==> src/logic/jatten_pkg.sv <==
// Purpose: constants shared by the jitter attenuator path select block
// Assumes: 50 MHz hclk, AHB-Lite word registers
// Notes:   all reset values of control state are zero
package jatten_pkg;
	localparam int NCH          = 4;
	localparam int DEPTH        = 64;
	localparam int CENTER       = 32;
	localparam int REF_DIV      = 16;
	// nco: 256 counts per output bit, REF_DIV ref edges per bit
	localparam int NCO_STEP     = 256 / REF_DIV;
	localparam int CLK_NS       = 20;
	localparam int REF_LOSS_NS  = 16000;
	localparam int REF_LOSS_CYC = REF_LOSS_NS / CLK_NS;
	localparam int TX_LOSS_NS   = 3000;
	localparam int TX_LOSS_CYC  = (TX_LOSS_NS + CLK_NS - 1) / CLK_NS;
	// register byte offsets
	localparam logic [7:0] OFF_CTRL   = 8'h00;
	localparam logic [7:0] OFF_CFG    = 8'h04;
	localparam logic [7:0] OFF_IMASK  = 8'h08;
	localparam logic [7:0] OFF_STATUS = 8'h0c;
	localparam logic [7:0] OFF_LOOP   = 8'h10;
	localparam logic [7:0] OFF_LIVE   = 8'h14;
	// ctrl fields
	localparam int B_CDR   = 0;
	localparam int B_RXSEL = 1;
	localparam int B_TXSEL = 2;
	localparam int B_GLOBAL_INT_MASK = 4;
	// cfg fields
	localparam int B_LBPRV = 3;
	localparam int B_HZPRV = 4;
	localparam int B_BW    = 5;
	// status/mask: [3:0] driver monitor, [7:4] tx clock loss, [8] ref loss
	localparam int B_DM    = 0;
	localparam int B_TL    = 4;
	localparam int B_RL    = 8;
	localparam int NSTAT   = 9;
	// loop register: [3:0] remote loopback, [7:4] powerdown
	localparam int B_PD    = 4;
	// nco error shift per bandwidth select
	localparam int SH_WIDE = 3;
	localparam int SH_NAR  = 5;
endpackage : jatten_pkg

==> src/logic/jatten_path.sv <==
// Purpose: attenuator path select, elastic store, alarm gating, regs
// Assumes: recovery/encoder strobes on hclk; ref clock and monitor
//          alarms are pins and are synchronised here
// Notes:   ref clock is sampled, so it must stay below hclk/2

////////////////////////////////////////////////////////////////////////
// Operation
// driver monitor rise interrupts only if channel and global masks clear
// loopback change without prevent forces tx clock loss, drivers hiz
// hiz prevent blocks driver monitor alarm while drivers are hiz
// rx/tx selects are global, powered down channels excluded
// both selects set disables the single attenuator
// rx select puts store between recovery and decoder, else bypass
// rx select ignored while clock recovery is disabled
// tx select puts store between encoder and pulse control, else bypass
// bandwidth select narrows the loop corner
// single pole loop, independent of data pattern
// gapped tx clock smoothed to even output rate
// output timing from ref clock over sixteen, 64 entry range
// tx path tolerates wide input jitter via the 64 entry store
// system supplies a valid ref clock while attenuation selected
// driver monitor status latches until read
// ref clock loss disables attenuator and recovery path
// 64 entry elastic store, nco read loop, centred on enable
module jatten_path
(
	// clock and reset
	input  wire logic        hclk,
	input  wire logic        hresetn,
	// ahb-lite slave
	input  wire logic        hsel,
	input  wire logic [31:0] haddr,
	input  wire logic [1:0]  htrans,
	input  wire logic        hwrite,
	input  wire logic [2:0]  hsize,
	input  wire logic [31:0] hwdata,
	input  wire logic        hready,
	output logic             hreadyout,
	output logic             hresp,
	output logic [31:0]      hrdata,
	output logic             irq,
	// reference clock pin
	input  wire logic        reference_clock,
	output logic             ref_clock_lost,
	// receive: recovery in, decoder out
	input  wire logic [3:0]  rec_stb,
	input  wire logic [3:0]  rec_pos,
	input  wire logic [3:0]  rec_neg,
	output logic [3:0]       dec_stb,
	output logic [3:0]       dec_pos,
	output logic [3:0]       dec_neg,
	// transmit: encoder in, pulse-width control out
	input  wire logic [3:0]  enc_stb,
	input  wire logic [3:0]  enc_pos,
	input  wire logic [3:0]  enc_neg,
	output logic [3:0]       pwc_stb,
	output logic [3:0]       pwc_pos,
	output logic [3:0]       pwc_neg,
	// line driver monitor and high impedance
	input  wire logic [3:0]  driver_monitor_raw,
	output logic [3:0]       line_out_hiz
);
	localparam int N = jatten_pkg::NCH;

	typedef struct packed {
		logic [31:0]                rdata;
		logic                       wph;
		logic [7:0]                 waddr;
		logic                       cdr_en;
		logic                       rx_sel;
		logic                       tx_sel;
		logic                       global_int_mask;
		logic                       lb_prev;
		logic                       hiz_prev;
		logic                       bw_sel;
		logic [jatten_pkg::NSTAT-1:0] imask;
		logic [jatten_pkg::NSTAT-1:0] status;
		logic [N-1:0]               remote_loopback;
		logic [N-1:0]               rl_old;
		logic [N-1:0]               pdown;
		logic [2:0]                 rs;
		logic [9:0]                 ref_cnt;
		logic                       ref_lost;
		logic [N-1:0]               dm1;
		logic [N-1:0]               dm2;
		logic [N-1:0]               dm3;
		logic [N-1:0][7:0]          loss_cnt;
		logic [N-1:0]               hiz;
		logic [N-1:0]               act;
		logic [N-1:0][63:0][1:0]    mem;
		logic [N-1:0][5:0]          wp;
		logic [N-1:0][5:0]          rp;
		logic [N-1:0][7:0]          acc;
		logic [N-1:0]               ds;
		logic [N-1:0]               dp;
		logic [N-1:0]               dn;
		logic [N-1:0]               ts;
		logic [N-1:0]               tp;
		logic [N-1:0]               tn;
	} st_t;

	st_t q;
	st_t d;

	// read value of one register
	function automatic logic [31:0] rd_val(input st_t s, input logic [7:0] a);
		logic [31:0] v;
		v = '0;
		case (a)
			jatten_pkg::OFF_CTRL:
			begin
				v[jatten_pkg::B_CDR]   = s.cdr_en;
				v[jatten_pkg::B_RXSEL] = s.rx_sel;
				v[jatten_pkg::B_TXSEL] = s.tx_sel;
				v[jatten_pkg::B_GLOBAL_INT_MASK] = s.global_int_mask;
			end
			jatten_pkg::OFF_CFG:
			begin
				v[jatten_pkg::B_LBPRV] = s.lb_prev;
				v[jatten_pkg::B_HZPRV] = s.hiz_prev;
				v[jatten_pkg::B_BW]    = s.bw_sel;
			end
			jatten_pkg::OFF_IMASK:  v[8:0] = s.imask;
			jatten_pkg::OFF_STATUS: v[8:0] = s.status;
			jatten_pkg::OFF_LOOP:   v[7:0] = {s.pdown, s.remote_loopback};
			jatten_pkg::OFF_LIVE:   v[8:0] = {s.ref_lost, s.hiz, s.act};
			default:                v = '0;
		endcase
		return v;
	endfunction : rd_val

	////////////////////////////////////////////////////////////////////
	// next state
	always_comb
	begin
		logic        aph;
		logic        edge_r;
		logic        arx;
		logic        atx;
		logic        tick;
		logic        dm_rise;
		logic        tl_old;
		logic [5:0]  fill;
		logic signed [9:0] err;
		logic signed [9:0] sum;
		aph = 1'b0;
		edge_r = 1'b0;
		arx = 1'b0;
		atx = 1'b0;
		tick = 1'b0;
		dm_rise = 1'b0;
		tl_old = 1'b0;
		fill = '0;
		err = '0;
		sum = '0;
		d = q;
		// ahb: zero wait, address captured, write lands in data phase
		aph = hsel & htrans[1] & hready;
		d.wph = aph & hwrite;
		d.waddr = haddr[7:0];
		if (aph & ~hwrite)
		begin
			d.rdata = rd_val(q, haddr[7:0]);
			if (haddr[7:0] == jatten_pkg::OFF_STATUS)
				d.status = '0;
		end
		if (q.wph)
		begin
			case (q.waddr)
				jatten_pkg::OFF_CTRL:
				begin
					d.cdr_en = hwdata[jatten_pkg::B_CDR];
					d.rx_sel = hwdata[jatten_pkg::B_RXSEL];
					d.tx_sel = hwdata[jatten_pkg::B_TXSEL];
					d.global_int_mask  = hwdata[jatten_pkg::B_GLOBAL_INT_MASK];
				end
				jatten_pkg::OFF_CFG:
				begin
					d.lb_prev  = hwdata[jatten_pkg::B_LBPRV];
					d.hiz_prev = hwdata[jatten_pkg::B_HZPRV];
					d.bw_sel   = hwdata[jatten_pkg::B_BW];
				end
				jatten_pkg::OFF_IMASK:  d.imask = hwdata[8:0];
				// build on d so a read clear in this cycle is not undone
				jatten_pkg::OFF_STATUS: d.status = d.status & ~hwdata[8:0];
				jatten_pkg::OFF_LOOP:
				begin
					d.remote_loopback = hwdata[3:0];
					d.pdown = hwdata[7:4];
				end
				default: ;
			endcase
		end
		// ref clock: two flops, then edge detect and loss timer
		d.rs = {q.rs[1:0], reference_clock};
		edge_r = q.rs[1] & ~q.rs[2];
		if (edge_r)
			d.ref_cnt = '0;
		else if (q.ref_cnt != 10'(jatten_pkg::REF_LOSS_CYC))
			d.ref_cnt = q.ref_cnt + 10'h001;
		d.ref_lost = (d.ref_cnt == 10'(jatten_pkg::REF_LOSS_CYC));
		if (d.ref_lost & ~q.ref_lost)
			d.status[jatten_pkg::B_RL] = 1'b1; // set wins over clear
		d.dm1 = driver_monitor_raw;
		d.dm2 = q.dm1;
		d.dm3 = q.dm2;
		d.rl_old = q.remote_loopback;
		d.ds = '0;
		d.ts = '0;
		for (int i = 0; i < N; i++)
		begin
			// global selects, per channel powerdown and ref loss
			arx = q.rx_sel & ~q.tx_sel & q.cdr_en & ~q.pdown[i]
				& ~q.ref_lost;
			atx = q.tx_sel & ~q.rx_sel & ~q.pdown[i]
				& ~q.ref_lost;
			d.act[i] = arx | atx;
			// loop error pulls nco toward the centre of the store
			fill = q.wp[i] - q.rp[i];
			err = $signed({4'h0, fill}) - 10'sd32;
			err = q.bw_sel ? (err >>> jatten_pkg::SH_NAR)
				: (err >>> jatten_pkg::SH_WIDE);
			sum = $signed({2'b00, q.acc[i]})
				+ 10'(jatten_pkg::NCO_STEP) + err;
			tick = 1'b0;
			if (d.act[i] & ~q.act[i])
			begin
				// centre on enable: half of the range in hand
				d.wp[i] = q.rp[i] + 6'(jatten_pkg::CENTER);
				d.acc[i] = '0;
			end
			else if (q.act[i])
			begin
				if (arx ? rec_stb[i] : enc_stb[i])
				begin
					d.mem[i][q.wp[i]] = arx ? {rec_pos[i], rec_neg[i]}
						: {enc_pos[i], enc_neg[i]};
					d.wp[i] = q.wp[i] + 6'h01;
				end
				if (edge_r)
				begin
					// one bit every REF_DIV ref edges, nudged by fill
					d.acc[i] = sum[7:0];
					tick = sum[8];
				end
				if (tick)
					d.rp[i] = q.rp[i] + 6'h01;
			end
			// receive: store output or straight through
			if (arx)
			begin
				d.ds[i] = tick;
				{d.dp[i], d.dn[i]} = q.mem[i][q.rp[i]];
			end
			else if (rec_stb[i])
			begin
				d.ds[i] = 1'b1;
				d.dp[i] = rec_pos[i];
				d.dn[i] = rec_neg[i];
			end
			// transmit: smoothed or all tx clock jitter passed
			if (atx)
			begin
				d.ts[i] = tick;
				{d.tp[i], d.tn[i]} = q.mem[i][q.rp[i]];
			end
			else if (enc_stb[i])
			begin
				d.ts[i] = 1'b1;
				d.tp[i] = enc_pos[i];
				d.tn[i] = enc_neg[i];
			end
			// loopback change transient kills the tx clock for a while
			if ((q.remote_loopback[i] ^ q.rl_old[i]) & ~q.lb_prev)
				d.loss_cnt[i] = 8'(jatten_pkg::TX_LOSS_CYC);
			else if (q.loss_cnt[i] != 8'h00)
				d.loss_cnt[i] = q.loss_cnt[i] - 8'h01;
			// tx store starved of ref clock also loses tx clock
			tl_old = q.hiz[i];
			d.hiz[i] = (d.loss_cnt[i] != 8'h00) | (q.tx_sel & ~q.rx_sel
				& ~q.pdown[i] & q.ref_lost);
			if (d.hiz[i] & ~tl_old)
				d.status[jatten_pkg::B_TL + i] = 1'b1;
			// monitor alarm rise, blocked while drivers are hiz and hiz prevent is set
			dm_rise = q.dm2[i] & ~q.dm3[i]
				& ~(q.hiz[i] & q.hiz_prev);
			if (dm_rise)
				d.status[jatten_pkg::B_DM + i] = 1'b1;
		end
	end

	////////////////////////////////////////////////////////////////////
	// state register
	always_ff @(posedge hclk or negedge hresetn)
	begin
		if (!hresetn)
			q <= '0;
		else
			q <= d;
	end

	// outputs; bus never stalls and never errors
	assign hreadyout      = 1'b1;
	assign hresp          = 1'b0;
	assign hrdata         = q.rdata;
	assign irq            = ~q.global_int_mask & |(q.status & ~q.imask);
	assign ref_clock_lost = q.ref_lost;
	assign dec_stb        = q.ds;
	assign dec_pos        = q.dp;
	assign dec_neg        = q.dn;
	assign pwc_stb        = q.ts;
	assign pwc_pos        = q.tp;
	assign pwc_neg        = q.tn;
	assign line_out_hiz   = q.hiz;
endmodule : jatten_path

==> config.mk <==
export PLATFORM = sky130hd
export DESIGN_NAME = jatten_path
export DESIGN_NICKNAME = d
export VERILOG_FILES = /design/src/logic/jatten_pkg.sv /design/src/logic/jatten_path.sv
export SDC_FILE = /design/constraint.sdc
export NUM_CORES = 2
export LEC_CHECK = 0
export BUFFER_PORTS_ARGS = -buffer_cell sky130_fd_sc_hd__buf_2
export CORE_MARGIN = 5
export CORE_UTILIZATION = 46
export DETAILED_ROUTE_END_ITERATION = 8
export GPL_ROUTABILITY_DRIVEN = 1
export GPL_TIMING_DRIVEN = 0
export PLACE_DENSITY = 0.59
export SLEW_MARGIN = 10
export SYNTH_ARGS = -nofsm -noshare
export SYNTH_HDL_FRONTEND = slang
export SYNTH_SLANG_ARGS = --single-unit
==> constraint.sdc <==
create_clock -name hclk -period 5.9 [get_ports hclk]
set_clock_uncertainty 0.05 [all_clocks]
set_input_delay 0.885 -clock hclk [delete_from_list [all_inputs] [get_ports hclk]]
set_output_delay 0.885 -clock hclk [all_outputs]
set_load 0.02 [all_outputs]
=== After elaboration in Yosys (flattened, before gate mapping) ===
Index checks and enable logic that the tools add are counted.

* Bits in registers: 737
* Bits in latches: 0
* Memory bits (writable): 0
* Bits in read-only memories: 0
* Input bits: 103
* Output and inout bits: 64
* Logic and storage cells: 679
* Memories kept: 0

* Add/subtract/negate cells: 33
* Multipliers: 0
* Divide/modulo/power cells: 0
* Magnitude comparators: 12
* Equality and inequality tests: 11
* Shift operators: 0
* Multiplexer cells: 154
* Bitwise gates (word level): 101
* Reduce and logical (&&, ||, !) cells: 55

{| class="wikitable"
|+ Operators with widths
! kind !! number
|-
| $bwmux W128 || 4
|-
| $mux W8 || 20
|-
| $mux W1 || 81
|-
| $mux W6 || 12
|-
| $reduce_bool A8 Y1 || 8
|-
| $lt A6 B7 Y1 const B || 8
|-
| $and A1 B1 Y1 || 54
|-
| $add A6 B1 Y6 const B || 8
|-
| $bmux W2 S6 || 4
|-
| $demux W2 S6 || 4
|-
| $reduce_bool A2 Y1 || 20
|-
| $add A8 B5 Y9 const B || 4
|-
| $add A9 B4 Y9 || 4
|-
| $eq A8 B4 Y1 const B || 4
|-
| $sub A8 B1 Y8 const B || 4
|-
| $not A1 Y1 || 31
|-
| $sub A6 B6 Y7 const B || 4
|-
| $mux W9 || 3
|-
| $add A6 B6 Y6 const B || 4
|-
| $eq A8 B5 Y1 const B || 3
|-
| $ge A6 B1 Y1 const B || 4
|-
| $mux W2 || 12
|-
| $reduce_and A2 Y1 || 12
|-
| $reduce_and A3 Y1 || 8
|-
| other kinds (21) || 46
|}

=== Longest topological paths before layout ===
* Word-level depth: 11
* Mapped depth: 19

=== Worst setup path before layout ===
No wires, ideal clock.

* Path kind: flip-flop to flip-flop
* From: reg q[69] (netlist bit)
* To: reg q[72] (netlist bit)
* Data arrival time: 4388 ps
* Data required time: 5718 ps
* Slack: 1330 ps
* Stages on the path, launching flop included: 19
* Buffers on the path: 2
* Period minus slack after synthesis: 4570 ps
* Path through: dfrtp_1 buf_1 buf_1 inv_1 ha_1 nand2_1 o21ai_1 o41ai_1 nor2_1 nand2_1 o21ai_0 ha_1 ha_1 a211oi_1 o21ai_0 a31oi_1 nor4_2 or4_4 xnor2_2

* Word-level cells in the longest chain between the ends: 8
* Elaborated cells between the ends (all ways): 9

{| class="wikitable"
|+ RTL lines
! element !! line !! text
|-
| from (decl) || jatten_path.sv:102 || <nowiki>st_t q;</nowiki>
|-
| from (signal assigned) || jatten_path.sv:297 || <nowiki>q <= '0;</nowiki>
|-
| from (signal assigned) || jatten_path.sv:299 || <nowiki>q <= d;</nowiki>
|-
| $sub A6 B6 Y6 || jatten_path.sv:219 || <nowiki>fill = q.wp[i] - q.rp[i];</nowiki>
|-
| $sub A6 B6 Y7 || jatten_path.sv:220 || <nowiki>err = $signed({4'h0, fill}) - 10'sd32;</nowiki>
|-
| $mux W3 || jatten_path.sv:221 || <nowiki>err = q.bw_sel ? (err >>> jatten_pkg::SH_NAR)</nowiki>
|-
| $add A9 B4 Y9 || jatten_path.sv:224 || <nowiki>+ 10'(jatten_pkg::NCO_STEP) + err;</nowiki>
|-
| $mux W1 || jatten_path.sv:240 || <nowiki>if (edge_r)</nowiki>
|-
| $mux W1 || jatten_path.sv:232 || <nowiki>else if (q.act[i])</nowiki>
|-
| $mux W1 || jatten_path.sv:226 || <nowiki>if (d.act[i] & ~q.act[i])</nowiki>
|-
| $reduce_and A3 Y1 (no line) || -- ||
|}

Parallel ways exist; a longest one is shown, timed or not. The select of a mux whose other input is x is not followed.
A chain may end at the register's enable or synchronous reset.

=== Worst setup path in the final report ===
* From: reg q[69] (netlist bit)
* To: reg q[69] (netlist bit)

Same word-level chain as after synthesis.

==> summary.txt <==
Status
  • Run status: finished clean

Power
  • Cell-internal power: 10900 uW
  • Total power: 16800 uW
  • Clock share of power: 31.4%
  • Comb pwr share: 33.5%
  • Seq pwr share: 35.1%
  • Worst vdd ir: 225 uV
  • Power Dens Cells: 391 nW/um^2
  • NetSw: 5880 uW
  • Leak: 0.0199 uW
  • Switch share: 35.0%

STA
  • Worst Tran Pin Value: 0.978 ns
  • Max Fclk: 183 MHz
  • Final slew viol count: 0
  • Post-route minimum period: 5.47 ns
  • Setup_tns: 0 ns
  • Final count of hold timing violations: 0
  • RSZ-0062 raised after global routing: no
  • # setup viols final: 0
  • Crit share post-route: 92.7%
  • Slew headroom: 34.3%
  • Min Hold Slack: 0.0850 ns

Final layout
  • Most flops, register: q
  • Filler cells: 7086
  • Area of the multi-input gates: 18300 um^2
  • Commonest cells after routing, fill and taps aside: 737 x dfrtp_1, 554 x mux2_2, 282 x nand2_1
  • Total Nets Final: 3642
  • N_diodes: 0
  • Largest register FFs: 685
  • Most common cell after layout, fill and taps aside: dfrtp_1
  • Non-Filler Instances: 4591
  • Post-route design area: 43100 um^2
  • Share of cells above drive strength 1: 29.3%
  • Layout area overhead: 13.0%
  • Sequential cell area: 18400 um^2

Place
  • Post-Place Cells: 4436
  • RD Place Congestion: 0.901
  • Area after DPL: 40200 um^2
  • Detail Placement HPWL: 71400 um
  • Buffers on Ports: 90

Worst setup path
  • Slowest stage delay, CP: 0.52 ns
  • CP endpoint kind: flip-flop
  • Critical path launch point: q[69]
  • Worst Path Required: 6.37 ns
  • Worst path cell trace: clkbuf_2, buf_2, inv_1, ha_1, a21oi_1, o21ai_1, a221o_1, nor2_1, nand2_1, o21ai_0, ha_1, ha_1, a211oi_1, o21ai_0, a31oi_1, nor4_2, nor3_2, mux2_2
  • Setup slack, reg-to-reg: 0.43 ns
  • Setup CP Type: flip-flop to flip-flop
  • Worst Path Arrival: 5.94 ns
  • Slowest CP cell: nor2_1
  • Worst-path maximum fanout: 10
  • Startpoint class of the critical path: flip-flop
  • Cell mode on critical path: ha_1
  • RR Endpoint: q[69]
  • RR Startpoint: q[69]
  • Reg2reg path depth: 18

Route
  • Residual DRC count: 0
  • Vias: 26425
  • WL final: 99300 um
  • Routed len/inst: 21.6 um
  • 1st-iter DRT viols: 1707
  • Detailed Routing Iterations Pass 1: 6
  • Via-to-Cell Ratio: 5.76
  • Post-DRT Antenna Nets: 0

Clocking
  • Htree depth: 3
  • Clock tree buffer depth: 3
  • Number of buffers created by CTS: 86
  • CTS tree: done
  • Clock Latency Late Sink: 0.63 ns
  • Clock-pin slew on the worst setup and hold paths: 0.06 ns
  • Clk sinks: 737
  • CTS Hold Bufs: 0
  • Root buf cell: clkbuf_16

GRT
  • Antenna violations before repair: 1
  • Vias in the first global route: 27955
  • First-pass GRT wire length: 159000 um
  • Global-route track usage on met3: 3.60%
  • Met2 usage: 35.2%
  • Total gr overflow: 0
  • Largest net degree at the start of global routing: 115
  • Gr usage total: 22.2%
  • GRT Max-Usage Layer: met2
  • M1 GR Usage: 32.0%

Floorplanning
  • DIE AREA: 88700 um^2
  • FP Rows: 105
  • Die Y-Extent: 298 um
  • Core Footprint: 82100 um^2
  • Initial cell density of the core: 46.4%
  • Ports: 167
  • Horiz. Die Dim: 298 um

Synth
  • Async SR Flop Fraction: 100%
  • Yosys warns: 0
  • Distinct cells, synth: 82
  • Cells after Synth: 3244
  • Yosys reg bits: 737
  • Synth Flop Type: dfrtp_1
  • Post-Syn Area: 38100 um^2
  • Seq/Total Area, Yosys: 48.4%
  • Syn Area/Cell: 11.8 um^2
  • Post-synth EDFFs: 0

Hold path
  • Worst Hold Class: primary input to asynchronous set/reset pin

Run
  • Max-cap viol count: 0
-- worst max-delay path, delay by kind of cell, from the launching register on --
family | cells | cell delay, ns
compound gates | 7 | 1.61
simple gates | 4 | 1.29
buf+inv | 3 | 0.81
fa+ha+maj | 3 | 0.71
flops | 1 | 0.48
mux | 1 | 0.39
-- stage by stage --
stage	util, %	setup WS (ns)
after floorplan	-	1.33
final	52.5	0.428
after global routing	52.5	0.0589
after detailed placement	49.0	-0.250
after CTS	52.4	0.119
after global placement	48.7	-11.34
-- per-layer routing --
| layer | vias up | wire [um] |
|---|---|---|
| met5 | - | 0 |
| met4 | 0 | 2230 |
| met3 | 143 | 5430 |
| met2 | 705 | 45400 |
| met1 | 13567 | 46200 |
| li1 | 12010 | - |
-- power groups by stage --
stage	logic (uW)	registers, uW	clock network [uW]
2_1_floorplan	4120	5850	0
3_3_place_gp	5390	5960	0
3_5_place_dp	5600	5990	0
4_1_cts	5640	5900	5420
5_1_grt	6240	5970	5620
6_report	5640	5910	5290
-- layout make-up --
type	count	share of cell area, %
plain buffers	232	2.73
clock buffers	127	5.87
clock inverters	29	0.677
inverters	76	0.662
multi-input cells	2221	42.6
flip-flops and latches	737	42.8
well taps	1070	3.11
repair buffers	99	1.55
-- synthesized netlist by cell type, types with 13 or more instances --
cell type / number / area, um^2
a211oi_1: 21 / 158
a21oi_1: 59 / 295
a22oi_1: 25 / 188
and2_1: 16 / 100
and3_1: 17 / 106
buf_2: 26 / 130
buf_4: 69 / 518
clkbuf_1: 126 / 473
dfrtp_1: 737 / 18400
ha_1: 82 / 1030
inv_1: 74 / 278
mux2_2: 554 / 6240
mux2i_1: 102 / 1020
mux4_2: 98 / 2210
nand2_1: 282 / 1060
nand2b_1: 19 / 119
nand3_1: 47 / 235
nand3b_1: 32 / 240
nand4_1: 23 / 144
nor2_1: 273 / 1020
nor2b_1: 29 / 181
nor3_1: 39 / 195
nor4_1: 13 / 81.3
o211ai_1: 13 / 97.6
o21ai_0: 90 / 450
o221ai_1: 14 / 123
o22ai_1: 26 / 163
or3_1: 13 / 81.3
xnor2_1: 52 / 455
xor2_1: 45 / 394
-- logic make-up after synthesis --
logic type | count (synthesis) | synth area share [%]
mux | 756 | 24.9
fa+ha+maj | 86 | 2.90
simple gates | 881 | 11.1
compound gates | 375 | 6.58
flops | 737 | 48.4
buf+inv | 309 | 3.83
other cells | 2 | 0.0197
xor+xnor | 98 | 2.27
-- worst max path at each step --
stage / cells past startpoint / slack (ns) / end
3_3_place_gp: 1 / -11.34 / q[140]
2_1_floorplan: 18 / 1.33 / q[72]
3_5_place_dp: 18 / -0.25 / q[63]
5_1_grt: 18 / 0.06 / dec_stb[0]
6_report: 18 / 0.43 / q[69]
4_1_cts: 18 / 0.12 / q[75]
-- what timing repair did --
item,CTS,global route
setup buffers,0,0
gates resized for setup,3,3
hold endpoints to repair,0,0
endpoints found under the setup margin,6,5
pin swaps,0,0
Note: power is estimated with default switching activity, not from simulation.
